**config.mk**
```make
export PLATFORM = sky130hd
export DESIGN_NAME = rcs_ctrl
export DESIGN_NICKNAME = d
export VERILOG_FILES = /design/src/rtl/rcs_pkg.sv /design/src/rtl/rcs_sync.sv /design/src/rtl/rcs_ctrl.sv
export SDC_FILE = /design/constraint.sdc
export NUM_CORES = 1
export LEC_CHECK = 0
export BUFFER_PORTS_ARGS = -buffer_cell sky130_fd_sc_hd__buf_2
export CAP_MARGIN = 5
export CORE_MARGIN = 2
export CORE_UTILIZATION = 49
export DETAILED_ROUTE_END_ITERATION = 7
export PLACE_DENSITY = 0.81
export SLEW_MARGIN = 15
export SYNTH_ARGS = -nofsm -noshare
export SYNTH_HDL_FRONTEND = slang
export SYNTH_SLANG_ARGS = --single-unit
```
**constraint.sdc**
```tcl
create_clock -name aclk -period 2.6 [get_ports aclk]
set_input_delay 0.78 -clock aclk [delete_from_list [all_inputs] [get_ports aclk]]
set_output_delay 0.78 -clock aclk [all_outputs]
set_load 0.01 [all_outputs]
```
**src/rtl/rcs_pkg.sv**
```systemverilog
// package for the reset and clock switch controller: register map,
// field positions, reset values, timing counts and the mode type.
// assumes a 20 MHz aclk and a 16 MHz fast oscillator for the timings.
package rcs_pkg;
   // clock and timing
   localparam int unsigned CLK_PERIOD_NS = 50;
   localparam int unsigned FC_KHZ = 16000;
   localparam int unsigned MALF_FC_PERIODS = 24;
   localparam int unsigned EXT_FC_PERIODS = 12;
   localparam int unsigned MALF_MAX_NS = MALF_FC_PERIODS * 1000000 / FC_KHZ;
   localparam int unsigned EXT_MIN_NS = EXT_FC_PERIODS * 1000000 / FC_KHZ;
   // longest time rounds down, least time rounds up
   localparam int unsigned MALF_CYCLES = MALF_MAX_NS / CLK_PERIOD_NS;
   localparam int unsigned EXT_MIN_CYCLES =
      (EXT_MIN_NS + CLK_PERIOD_NS - 1) / CLK_PERIOD_NS;
   localparam int unsigned CNT_W = 8;

   // register byte offsets
   localparam logic [7:0] OFF_SYSCTL = 8'h00;
   localparam logic [7:0] OFF_TRAPCFG = 8'h04;
   localparam logic [7:0] OFF_STATUS = 8'h08;
   localparam logic [7:0] OFF_MASK = 8'h0c;
   localparam logic [7:0] OFF_MODE = 8'h10;

   // system_control_two fields
   localparam int unsigned SC_SYSCK = 5;
   localparam int unsigned SC_XTEN = 6;
   localparam int unsigned SC_XEN = 7;
   localparam logic RST_SYSCK = 1'b0;
   localparam logic RST_XTEN = 1'b0;
   localparam logic RST_XEN = 1'b1;

   // trap configuration fields
   localparam int unsigned TC_RAM_SEL = 0;
   localparam int unsigned TC_TO_RESET = 1;
   localparam int unsigned TC_DBR_EN = 2;
   localparam int unsigned TC_SFR_EN = 3;
   localparam logic [3:0] RST_TRAPCFG = 4'hf;

   // status / mask bits
   localparam int unsigned NUM_EV = 6;
   localparam int unsigned EV_EXT = 0;
   localparam int unsigned EV_TRAP_RST = 1;
   localparam int unsigned EV_WDT = 2;
   localparam int unsigned EV_CLK = 3;
   localparam int unsigned EV_TRAP_IRQ = 4;
   localparam int unsigned EV_SWITCH = 5;

   // trap address areas
   localparam logic [15:0] SFR_LO = 16'h0000;
   localparam logic [15:0] SFR_HI = 16'h003f;
   localparam logic [15:0] RAM_LO = 16'h0040;
   localparam logic [15:0] RAM_HI = 16'h023f;
   localparam logic [15:0] DBR_LO = 16'h0f80;
   localparam logic [15:0] DBR_HI = 16'h0fff;
   localparam logic [15:0] RESET_VECTOR = 16'hfffe;

   // axi responses
   localparam logic [1:0] RESP_OKAY = 2'b00;
   localparam logic [1:0] RESP_SLVERR = 2'b10;

   typedef enum logic [1:0] {
      MODE_FAST_ONLY,
      MODE_FAST_DUAL,
      MODE_SLOW_DUAL,
      MODE_SLOW_ONLY
   } rcs_mode_t;
endpackage

```
**src/rtl/rcs_sync.sv**
```systemverilog
// two-flop synchroniser for levels that come from outside aclk.
// assumes each bit is an independent level; no bus coherence.
`timescale 1ns/1ns
module rcs_sync #(
   parameter int unsigned WIDTH = 1,
   parameter logic [WIDTH-1:0] INIT = '0
) (
   // clock and reset
   input wire logic aclk,
   input wire logic aresetn,
   // levels
   input wire logic [WIDTH-1:0] async_in,
   output logic [WIDTH-1:0] sync_out
);
   logic [WIDTH-1:0] meta_reg;

   // first flop feeds only the second
   always_ff @(posedge aclk) begin
      if (!aresetn) begin
         meta_reg <= INIT;
         sync_out <= INIT;
      end else begin
         meta_reg <= async_in;
         sync_out <= meta_reg;
      end
   end
endmodule

```
**src/rtl/rcs_ctrl.sv**
```systemverilog
// reset generator and main clock switch control, axi4-lite slave.
// assumes fetch and watchdog inputs come from logic on aclk; the reset
// pin and the slow clock arrive asynchronously.
// Behaviour
// - four reset sources; trap, watchdog and clock faults give a reset of at most 24 fast periods.
// - malfunction reset has no power-on init, so a pulse of up to 24 fast periods may follow power-up; here the counter loads at power-up, so it always does.
// - the reset pin must stay low at least 12 fast periods before a reset is recognised.
// - when the pin returns high, reset ends and the reset vector at the top word is fetched.
// - reset clears master and individual interrupt enables and interrupt latches.
// - reset clears the prescaler and divider and leaves the watchdog enabled.
// - a fetch from the data bank, special register area, or ram when its select is set, traps.
// - trap response (reset or interrupt) and trapped areas are selectable.
// - clearing both oscillator enables, or the one that feeds the current clock, raises a clock reset; here sysck_reg, not main_clock_slow, picks that one.
// - on a clock reset the oscillators keep running; here the reset keeps the fast one but clears the slow osc enable; reset lasts at most 24 fast periods.
// - system_control_two bit 5 is clock select, bit 6 slow osc enable, bit 7 fast osc enable.
// - after the select is cleared the slow clock stays in use until the clocks are in step.
// - a low reset pin ends slow operation; after reset fast_clock_only_operation is entered.
`timescale 1ns/1ns
module rcs_ctrl #(
   parameter int unsigned ADDR_W = 8
) (
   // clock and reset
   input wire logic aclk,
   input wire logic aresetn,
   // axi4-lite write address
   input wire logic [ADDR_W-1:0] s_axi_awaddr,
   input wire logic [2:0] s_axi_awprot,
   input wire logic s_axi_awvalid,
   output logic s_axi_awready,
   // axi4-lite write data and response
   input wire logic [31:0] s_axi_wdata,
   input wire logic [3:0] s_axi_wstrb,
   input wire logic s_axi_wvalid,
   output logic s_axi_wready,
   output logic [1:0] s_axi_bresp,
   output logic s_axi_bvalid,
   input wire logic s_axi_bready,
   // axi4-lite read
   input wire logic [ADDR_W-1:0] s_axi_araddr,
   input wire logic [2:0] s_axi_arprot,
   input wire logic s_axi_arvalid,
   output logic s_axi_arready,
   output logic [31:0] s_axi_rdata,
   output logic [1:0] s_axi_rresp,
   output logic s_axi_rvalid,
   input wire logic s_axi_rready,
   // pins
   input wire logic reset_pin_n,
   input wire logic low_frequency_clock,
   // core side
   input wire logic fetch_valid,
   input wire logic [15:0] fetch_addr,
   input wire logic wdt_reset_req,
   // reset, clock and interrupt outputs
   output logic sys_reset_n,
   output logic vector_fetch,
   output logic irq_state_clear,
   output logic timing_clear,
   output logic wdt_enable_force,
   output logic hf_osc_enable,
   output logic lf_osc_enable,
   output logic main_clock_slow,
   output logic trap_irq,
   output logic irq
);
   if (ADDR_W < 5) begin : g_chk
      $error("rcs_ctrl: ADDR_W too small for the register map");
   end

   logic pin_n_s, tick_s, tick_d_reg;
   logic [rcs_pkg::CNT_W-1:0] ext_cnt_reg, malf_cnt_reg;
   logic ext_active_reg, malf_req_reg, in_reset, ext_ev;
   logic xen_reg, xten_reg, sysck_reg;
   logic [3:0] trapcfg_reg;
   logic [rcs_pkg::NUM_EV-1:0] status_reg, mask_reg, events;
   logic trap_hit, trap_rst_req, clk_fault, switch_ev, tick_rise;
   logic aw_got, w_got, do_write, wr_ok;
   logic [ADDR_W-1:0] awaddr_reg;
   logic [31:0] wdata_reg, rd_data;
   logic [3:0] wstrb_reg;
   logic rd_ok;
   rcs_pkg::rcs_mode_t mode;

   localparam logic [rcs_pkg::CNT_W-1:0] EXT_MIN =
      rcs_pkg::CNT_W'(rcs_pkg::EXT_MIN_CYCLES);
   localparam logic [rcs_pkg::CNT_W-1:0] MALF_LOAD =
      rcs_pkg::CNT_W'(rcs_pkg::MALF_CYCLES);

   // pin and slow clock resynchronised
   rcs_sync #(.WIDTH(2), .INIT(2'b10)) u_sync (
      .aclk(aclk),
      .aresetn(aresetn),
      .async_in({reset_pin_n, low_frequency_clock}),
      .sync_out({pin_n_s, tick_s})
   );

   // external pin low-time filter
   always_ff @(posedge aclk) begin
      if (!aresetn) begin
         ext_cnt_reg <= '0;
         ext_active_reg <= 1'b0;
      end else if (pin_n_s) begin
         ext_cnt_reg <= '0;
         ext_active_reg <= 1'b0;
      end else begin
         if (ext_cnt_reg != EXT_MIN)
            ext_cnt_reg <= ext_cnt_reg + 1'b1;
         if (ext_cnt_reg == EXT_MIN - 1'b1)
            ext_active_reg <= 1'b1;
      end
   end
   assign ext_ev = !pin_n_s && !ext_active_reg &&
      (ext_cnt_reg == EXT_MIN - 1'b1);

   // malfunction requests gathered into one registered request
   always_ff @(posedge aclk) begin
      if (!aresetn)
         malf_req_reg <= 1'b0;
      else
         malf_req_reg <= trap_rst_req | wdt_reset_req | clk_fault;
   end

   // malfunction reset length; starts loaded after power-up
   always_ff @(posedge aclk) begin
      if (!aresetn)
         malf_cnt_reg <= MALF_LOAD;
      else if (malf_req_reg)
         malf_cnt_reg <= MALF_LOAD;
      else if (malf_cnt_reg != '0)
         malf_cnt_reg <= malf_cnt_reg - 1'b1;
   end
   assign in_reset = ext_active_reg || (malf_cnt_reg != '0);

   // internal reset and vector fetch, released on aclk
   always_ff @(posedge aclk) begin
      if (!aresetn) begin
         sys_reset_n <= 1'b0;
         vector_fetch <= 1'b0;
      end else begin
         sys_reset_n <= !in_reset;
         vector_fetch <= !sys_reset_n && !in_reset;
      end
   end

   // state cleared while reset is applied
   always_ff @(posedge aclk) begin
      if (!aresetn) begin
         irq_state_clear <= 1'b1;
         timing_clear <= 1'b1;
         wdt_enable_force <= 1'b1;
      end else begin
         irq_state_clear <= in_reset;
         timing_clear <= in_reset;
         wdt_enable_force <= in_reset;
      end
   end

   // address trap detection
   always_comb begin
      trap_hit = 1'b0;
      if (fetch_valid && sys_reset_n) begin
         if (trapcfg_reg[rcs_pkg::TC_SFR_EN] && fetch_addr >= rcs_pkg::SFR_LO
             && fetch_addr <= rcs_pkg::SFR_HI)
            trap_hit = 1'b1;
         if (trapcfg_reg[rcs_pkg::TC_RAM_SEL] &&
             fetch_addr >= rcs_pkg::RAM_LO && fetch_addr <= rcs_pkg::RAM_HI)
            trap_hit = 1'b1;
         if (trapcfg_reg[rcs_pkg::TC_DBR_EN] && fetch_addr >= rcs_pkg::DBR_LO
             && fetch_addr <= rcs_pkg::DBR_HI)
            trap_hit = 1'b1;
      end
   end
   assign trap_rst_req = trap_hit && trapcfg_reg[rcs_pkg::TC_TO_RESET];

   // trap interrupt pulse
   always_ff @(posedge aclk) begin
      if (!aresetn)
         trap_irq <= 1'b0;
      else
         trap_irq <= trap_hit && !trapcfg_reg[rcs_pkg::TC_TO_RESET];
   end

   // axi write channel handshakes
   assign aw_got = !s_axi_awready;
   assign w_got = !s_axi_wready;
   assign do_write = aw_got && w_got && !s_axi_bvalid;
   assign wr_ok = (awaddr_reg == ADDR_W'(rcs_pkg::OFF_SYSCTL)) ||
      (awaddr_reg == ADDR_W'(rcs_pkg::OFF_TRAPCFG)) ||
      (awaddr_reg == ADDR_W'(rcs_pkg::OFF_STATUS)) ||
      (awaddr_reg == ADDR_W'(rcs_pkg::OFF_MASK)) ||
      (awaddr_reg == ADDR_W'(rcs_pkg::OFF_MODE));

   // write address, data and response
   always_ff @(posedge aclk) begin
      if (!aresetn) begin
         s_axi_awready <= 1'b1;
         s_axi_wready <= 1'b1;
         s_axi_bvalid <= 1'b0;
         s_axi_bresp <= rcs_pkg::RESP_OKAY;
         awaddr_reg <= '0;
         wdata_reg <= '0;
         wstrb_reg <= '0;
      end else begin
         if (s_axi_awvalid && s_axi_awready) begin
            s_axi_awready <= 1'b0;
            awaddr_reg <= s_axi_awaddr;
         end
         if (s_axi_wvalid && s_axi_wready) begin
            s_axi_wready <= 1'b0;
            wdata_reg <= s_axi_wdata;
            wstrb_reg <= s_axi_wstrb;
         end
         if (do_write) begin
            s_axi_bvalid <= 1'b1;
            s_axi_bresp <= wr_ok ? rcs_pkg::RESP_OKAY : rcs_pkg::RESP_SLVERR;
         end else if (s_axi_bvalid && s_axi_bready) begin
            s_axi_bvalid <= 1'b0;
            s_axi_awready <= 1'b1;
            s_axi_wready <= 1'b1;
         end
      end
   end

   // clock reset check on a write to system_control_two
   always_comb begin
      clk_fault = 1'b0;
      if (do_write && wstrb_reg[0] &&
          awaddr_reg == ADDR_W'(rcs_pkg::OFF_SYSCTL)) begin
         if (!wdata_reg[rcs_pkg::SC_XEN] && !wdata_reg[rcs_pkg::SC_XTEN])
            clk_fault = 1'b1;
         if (xen_reg && !wdata_reg[rcs_pkg::SC_XEN] && !sysck_reg)
            clk_fault = 1'b1;
         if (xten_reg && !wdata_reg[rcs_pkg::SC_XTEN] && sysck_reg)
            clk_fault = 1'b1;
      end
   end

   // system_control_two; a faulty write is dropped, then the reset keeps the fast osc on and clears the slow osc enable
   always_ff @(posedge aclk) begin
      if (!aresetn || in_reset) begin
         xen_reg <= rcs_pkg::RST_XEN;
         xten_reg <= rcs_pkg::RST_XTEN;
         sysck_reg <= rcs_pkg::RST_SYSCK;
      end else if (do_write && wstrb_reg[0] && !clk_fault &&
                   awaddr_reg == ADDR_W'(rcs_pkg::OFF_SYSCTL)) begin
         xen_reg <= wdata_reg[rcs_pkg::SC_XEN];
         xten_reg <= wdata_reg[rcs_pkg::SC_XTEN];
         sysck_reg <= wdata_reg[rcs_pkg::SC_SYSCK];
      end
   end

   // oscillator enables to the pads
   always_ff @(posedge aclk) begin
      if (!aresetn) begin
         hf_osc_enable <= rcs_pkg::RST_XEN;
         lf_osc_enable <= rcs_pkg::RST_XTEN;
      end else begin
         hf_osc_enable <= xen_reg;
         lf_osc_enable <= xten_reg;
      end
   end

   // trap configuration
   always_ff @(posedge aclk) begin
      if (!aresetn || in_reset)
         trapcfg_reg <= rcs_pkg::RST_TRAPCFG;
      else if (do_write && wstrb_reg[0] &&
               awaddr_reg == ADDR_W'(rcs_pkg::OFF_TRAPCFG))
         trapcfg_reg <= wdata_reg[3:0];
   end

   // clock changeover on a slow clock edge
   assign tick_rise = tick_s && !tick_d_reg;
   assign switch_ev = tick_rise && (sysck_reg != main_clock_slow);
   always_ff @(posedge aclk) begin
      if (!aresetn) begin
         tick_d_reg <= 1'b0;
         main_clock_slow <= 1'b0;
      end else begin
         tick_d_reg <= tick_s;
         if (in_reset)
            main_clock_slow <= 1'b0;
         else if (switch_ev)
            main_clock_slow <= sysck_reg;
      end
   end

   // operating mode for readback
   always_comb begin
      case ({main_clock_slow, xen_reg, xten_reg})
         3'b010: mode = rcs_pkg::MODE_FAST_ONLY;
         3'b011: mode = rcs_pkg::MODE_FAST_DUAL;
         3'b111: mode = rcs_pkg::MODE_SLOW_DUAL;
         3'b101: mode = rcs_pkg::MODE_SLOW_ONLY;
         default: mode = rcs_pkg::MODE_FAST_DUAL;
      endcase
   end

   // sticky events, write one to clear, set wins
   always_comb begin
      events = '0;
      events[rcs_pkg::EV_EXT] = ext_ev;
      events[rcs_pkg::EV_TRAP_RST] = trap_rst_req;
      events[rcs_pkg::EV_WDT] = wdt_reset_req;
      events[rcs_pkg::EV_CLK] = clk_fault;
      events[rcs_pkg::EV_TRAP_IRQ] = trap_hit &&
         !trapcfg_reg[rcs_pkg::TC_TO_RESET];
      events[rcs_pkg::EV_SWITCH] = switch_ev;
   end
   always_ff @(posedge aclk) begin
      if (!aresetn)
         status_reg <= '0;
      else if (do_write && wstrb_reg[0] &&
               awaddr_reg == ADDR_W'(rcs_pkg::OFF_STATUS))
         status_reg <= (status_reg &
            ~wdata_reg[rcs_pkg::NUM_EV-1:0]) | events;
      else
         status_reg <= status_reg | events;
   end

   // interrupt mask and output
   always_ff @(posedge aclk) begin
      if (!aresetn) begin
         mask_reg <= '0;
         irq <= 1'b0;
      end else begin
         if (do_write && wstrb_reg[0] &&
             awaddr_reg == ADDR_W'(rcs_pkg::OFF_MASK))
            mask_reg <= wdata_reg[rcs_pkg::NUM_EV-1:0];
         irq <= |(status_reg & mask_reg);
      end
   end

   // read decode
   always_comb begin
      rd_data = '0;
      rd_ok = 1'b1;
      case (s_axi_araddr)
         ADDR_W'(rcs_pkg::OFF_SYSCTL): begin
            rd_data[rcs_pkg::SC_XEN] = xen_reg;
            rd_data[rcs_pkg::SC_XTEN] = xten_reg;
            rd_data[rcs_pkg::SC_SYSCK] = sysck_reg;
         end
         ADDR_W'(rcs_pkg::OFF_TRAPCFG): rd_data[3:0] = trapcfg_reg;
         ADDR_W'(rcs_pkg::OFF_STATUS):
            rd_data[rcs_pkg::NUM_EV-1:0] = status_reg;
         ADDR_W'(rcs_pkg::OFF_MASK): rd_data[rcs_pkg::NUM_EV-1:0] = mask_reg;
         ADDR_W'(rcs_pkg::OFF_MODE): begin
            rd_data[1:0] = mode;
            rd_data[2] = sysck_reg != main_clock_slow;
         end
         default: rd_ok = 1'b0;
      endcase
   end

   // read channel
   always_ff @(posedge aclk) begin
      if (!aresetn) begin
         s_axi_arready <= 1'b1;
         s_axi_rvalid <= 1'b0;
         s_axi_rdata <= '0;
         s_axi_rresp <= rcs_pkg::RESP_OKAY;
      end else if (s_axi_arvalid && s_axi_arready) begin
         s_axi_arready <= 1'b0;
         s_axi_rvalid <= 1'b1;
         s_axi_rdata <= rd_data;
         s_axi_rresp <= rd_ok ? rcs_pkg::RESP_OKAY : rcs_pkg::RESP_SLVERR;
      end else if (s_axi_rvalid && s_axi_rready) begin
         s_axi_rvalid <= 1'b0;
         s_axi_arready <= 1'b1;
      end
   end
endmodule

```
==> flow_metrics.tcl <==
set metrics [dict create \
    outcome "completed" \
    p_clk_share_pct 40.4 \
    p_comb_share_pct 7.6 \
    initial_utilization_pct 50.1 \
    synth_area_leaders "dfxtp_1 (46%), buf_4 (5.9%), nand2_1 (5.8%)" \
    arrival_ps 2260 \
    slew_violations 0 \
    portBuffers 70 \
    hold_buffers 0 \
    cp.required_ps 2850 \
    worst-path-max-fanout 6 \
    syn-cell-area_mm2 0.00357 \
    clock_sinks 82 \
    dr.pass1.iters 5 \
    die_y_um 89.4 \
    fill_cells 651 \
    post_cts_resized 0 \
    synth_area_per_cell_um2 8.55 \
    antenna_found_initial 0 \
    synth_flop_cell "dfxtp_1" \
    ys_ff_latch 82 \
    grt_first_pass_wirelength_um 12300 \
    yosysMostFrequentCell "dfxtp_1" \
    post-route-util_pct 57.8 \
    grt_pass1_vias 2730 \
    synth_top_area_cell "dfxtp_1" \
    postCtsSetupBuffers 0 \
    drtIter0Drc 198 \
    die_w_um 89.4 \
    htree_levels 3 \
    power_density_mw_per_mm2 617 \
    die_area_mm2 0.00799 \
    switching_share_pct 23.9 \
    vias 3038 \
    routabilityCongestion 0.862 \
    grt_use_total_pct 20.0 \
    synthCells 418 \
    reg2reg_setup_slack_ps 590 \
    period_share_pct 77.3 \
    p_switching_uw 609 \
    cts_buffer_depth 2 \
    grt_max_degree 31 \
    end_kind "flop" \
    p_int_uw 1940 \
    yosysWarnings 0 \
    drc 0 \
    path_clk_slew_ps 90 \
    wl_um 7620 \
    root_buffer "clkbuf_8" \
    yosysTopAreaCellShare_pct 45.9 \
    ys_seq_area_share_pct 45.9 \
    finalPower_uw 2540 \
    grt_overflow 0 \
    layout.nets 572 \
    cts_tree "done" \
    hold_class "flop to flop" \
    ys_types 50 \
    synthTopCellsByCount "dfxtp_1 (82), nand2_1 (55), nand3_1 (35)" \
    setup_tns_ps 0 \
    fmaxAchievable_mhz 497 \
    place_hpwl_um 5650 \
    clk_latency_ps 360 \
    finClkSkew_ps 9.84 \
    multi_input_area_mm2 0.00172 \
    regArea_mm2 0.00164 \
    diodes 0 \
    tightest_slew_ps 501 \
    wl_per_cell_um 13.0 \
    syn_to_final_growth_pct 15.5 \
    drv_cap 0 \
    setup_viol 0 \
    criticalPathCategory "flop to flop" \
    vias_per_cell 5.17 \
    async_flop_share_pct 0 \
    core-area_mm2 0.00714 \
    hold_violations 0 \
    synth_edf_count 0 \
    relSlewSlack_pct 66.5 \
    layout-drive-gt1-share_pct 20.4 \
    row_count 31 \
    start_kind "flop" \
    ant_nets 0 \
    leakage_uw 0.00170 \
    cts_buffers 9 \
    p_seq_share_pct 52.0 \
    fin_crit_ps 2010 \
    rsz0062_at_grt "false" \
    num_io_pins 136 \
    irDropWorstVdd_mv 0.292 \
]
[cell type report]
cell class / count / area share, %
clock buffer: 10 / 3.34
timing repair buffer: 74 / 9.22
sequential: 82 / 39.8
multi-input combinational: 307 / 41.6
clock inverter: 6 / 2.15
tap: 99 / 3.00
inverter: 10 / 0.910
[per-stage QoR]
step | cells | setup WS (ps) | hold slack, ps | area [µm²]
floorplan | 443 | 535 | 386 | 3670
global placement | 572 | 332 | 389 | 3900
detailed placement | 572 | 289 | 392 | 3900
CTS | 588 | 586 | 410 | 4130
global route | 588 | 481 | 430 | 4130
finish | 588 | 590 | 408 | 4130
[per-layer routing]
metal	track usage, %	share of wire (%)	vias to the layer above
li1	-	-	1536
met1	25.0	44	1387
met2	33.2	47	99
met3	3.79	6.5	16
met4	9.50	2.6	0
met5	0	0	-
[cell usage in the layout (no fill, tap or decap), drive strengths merged, types with 2 or more instances in the layout]
master	instances
dfxtp	82
buf	74
nand2	55
nand3	35
a21oi	34
o21ai	28
conb	26
nor2	23
inv	11
xnor2	10
clkbuf	10
mux2i	9
nor3	9
nand2b	7
nand4	6
a31oi	6
nor2b	6
and2	6
nor4	3
and4	3
nand3b	3
xor2	3
a22oi	3
mux2	3
ha	3
nand4b	2
or4	2
a21boi	2
and3b	2
a21o	2
bufinv	2
clkinvlp	2
[path summary, 6_finish.rpt]
path                 startpoint            endpoint  cells after the start
max               awaddr_reg[1]       status_reg[0]                      5
min          u_sync.meta_reg[1]  u_sync.sync_out[1]                      1
min reg2reg  u_sync.meta_reg[1]  u_sync.sync_out[1]                      1
max reg2reg       awaddr_reg[1]       status_reg[0]                      5
[cell families after synthesis]
| kind of cell | count (synthesis) | share of synthesized area, % |
|---|---|---|
| AOI/OAI and AO/OA | 85 | 13.7 |
| adders and majority gates | 3 | 1.05 |
| xor gates and xnor gates | 13 | 3.19 |
| and+or+nand+nor | 168 | 23.9 |
| other | 1 | 0.105 |
| muxes | 12 | 3.47 |
| DFF | 82 | 45.9 |
| buffers and inverters | 54 | 8.65 |
[critical path, stage by stage (launching register included)]
cell and delay, ps:
dfxtp_1 320, or4_1 540, and4bb_2 370, and3b_1 310, nand2_1 100, a32o_1 260
[power groups by stage]
stage / Clock (µW) / Sequential [µW] / Combinational (µW)
floorplan: 0 / 1340 / 154
global placement: 0 / 1350 / 187
detailed placement: 0 / 1350 / 193
CTS: 1040 / 1320 / 194
global route: 1100 / 1330 / 223
finish: 1030 / 1320 / 194
Power figures use the tool's default switching activity.
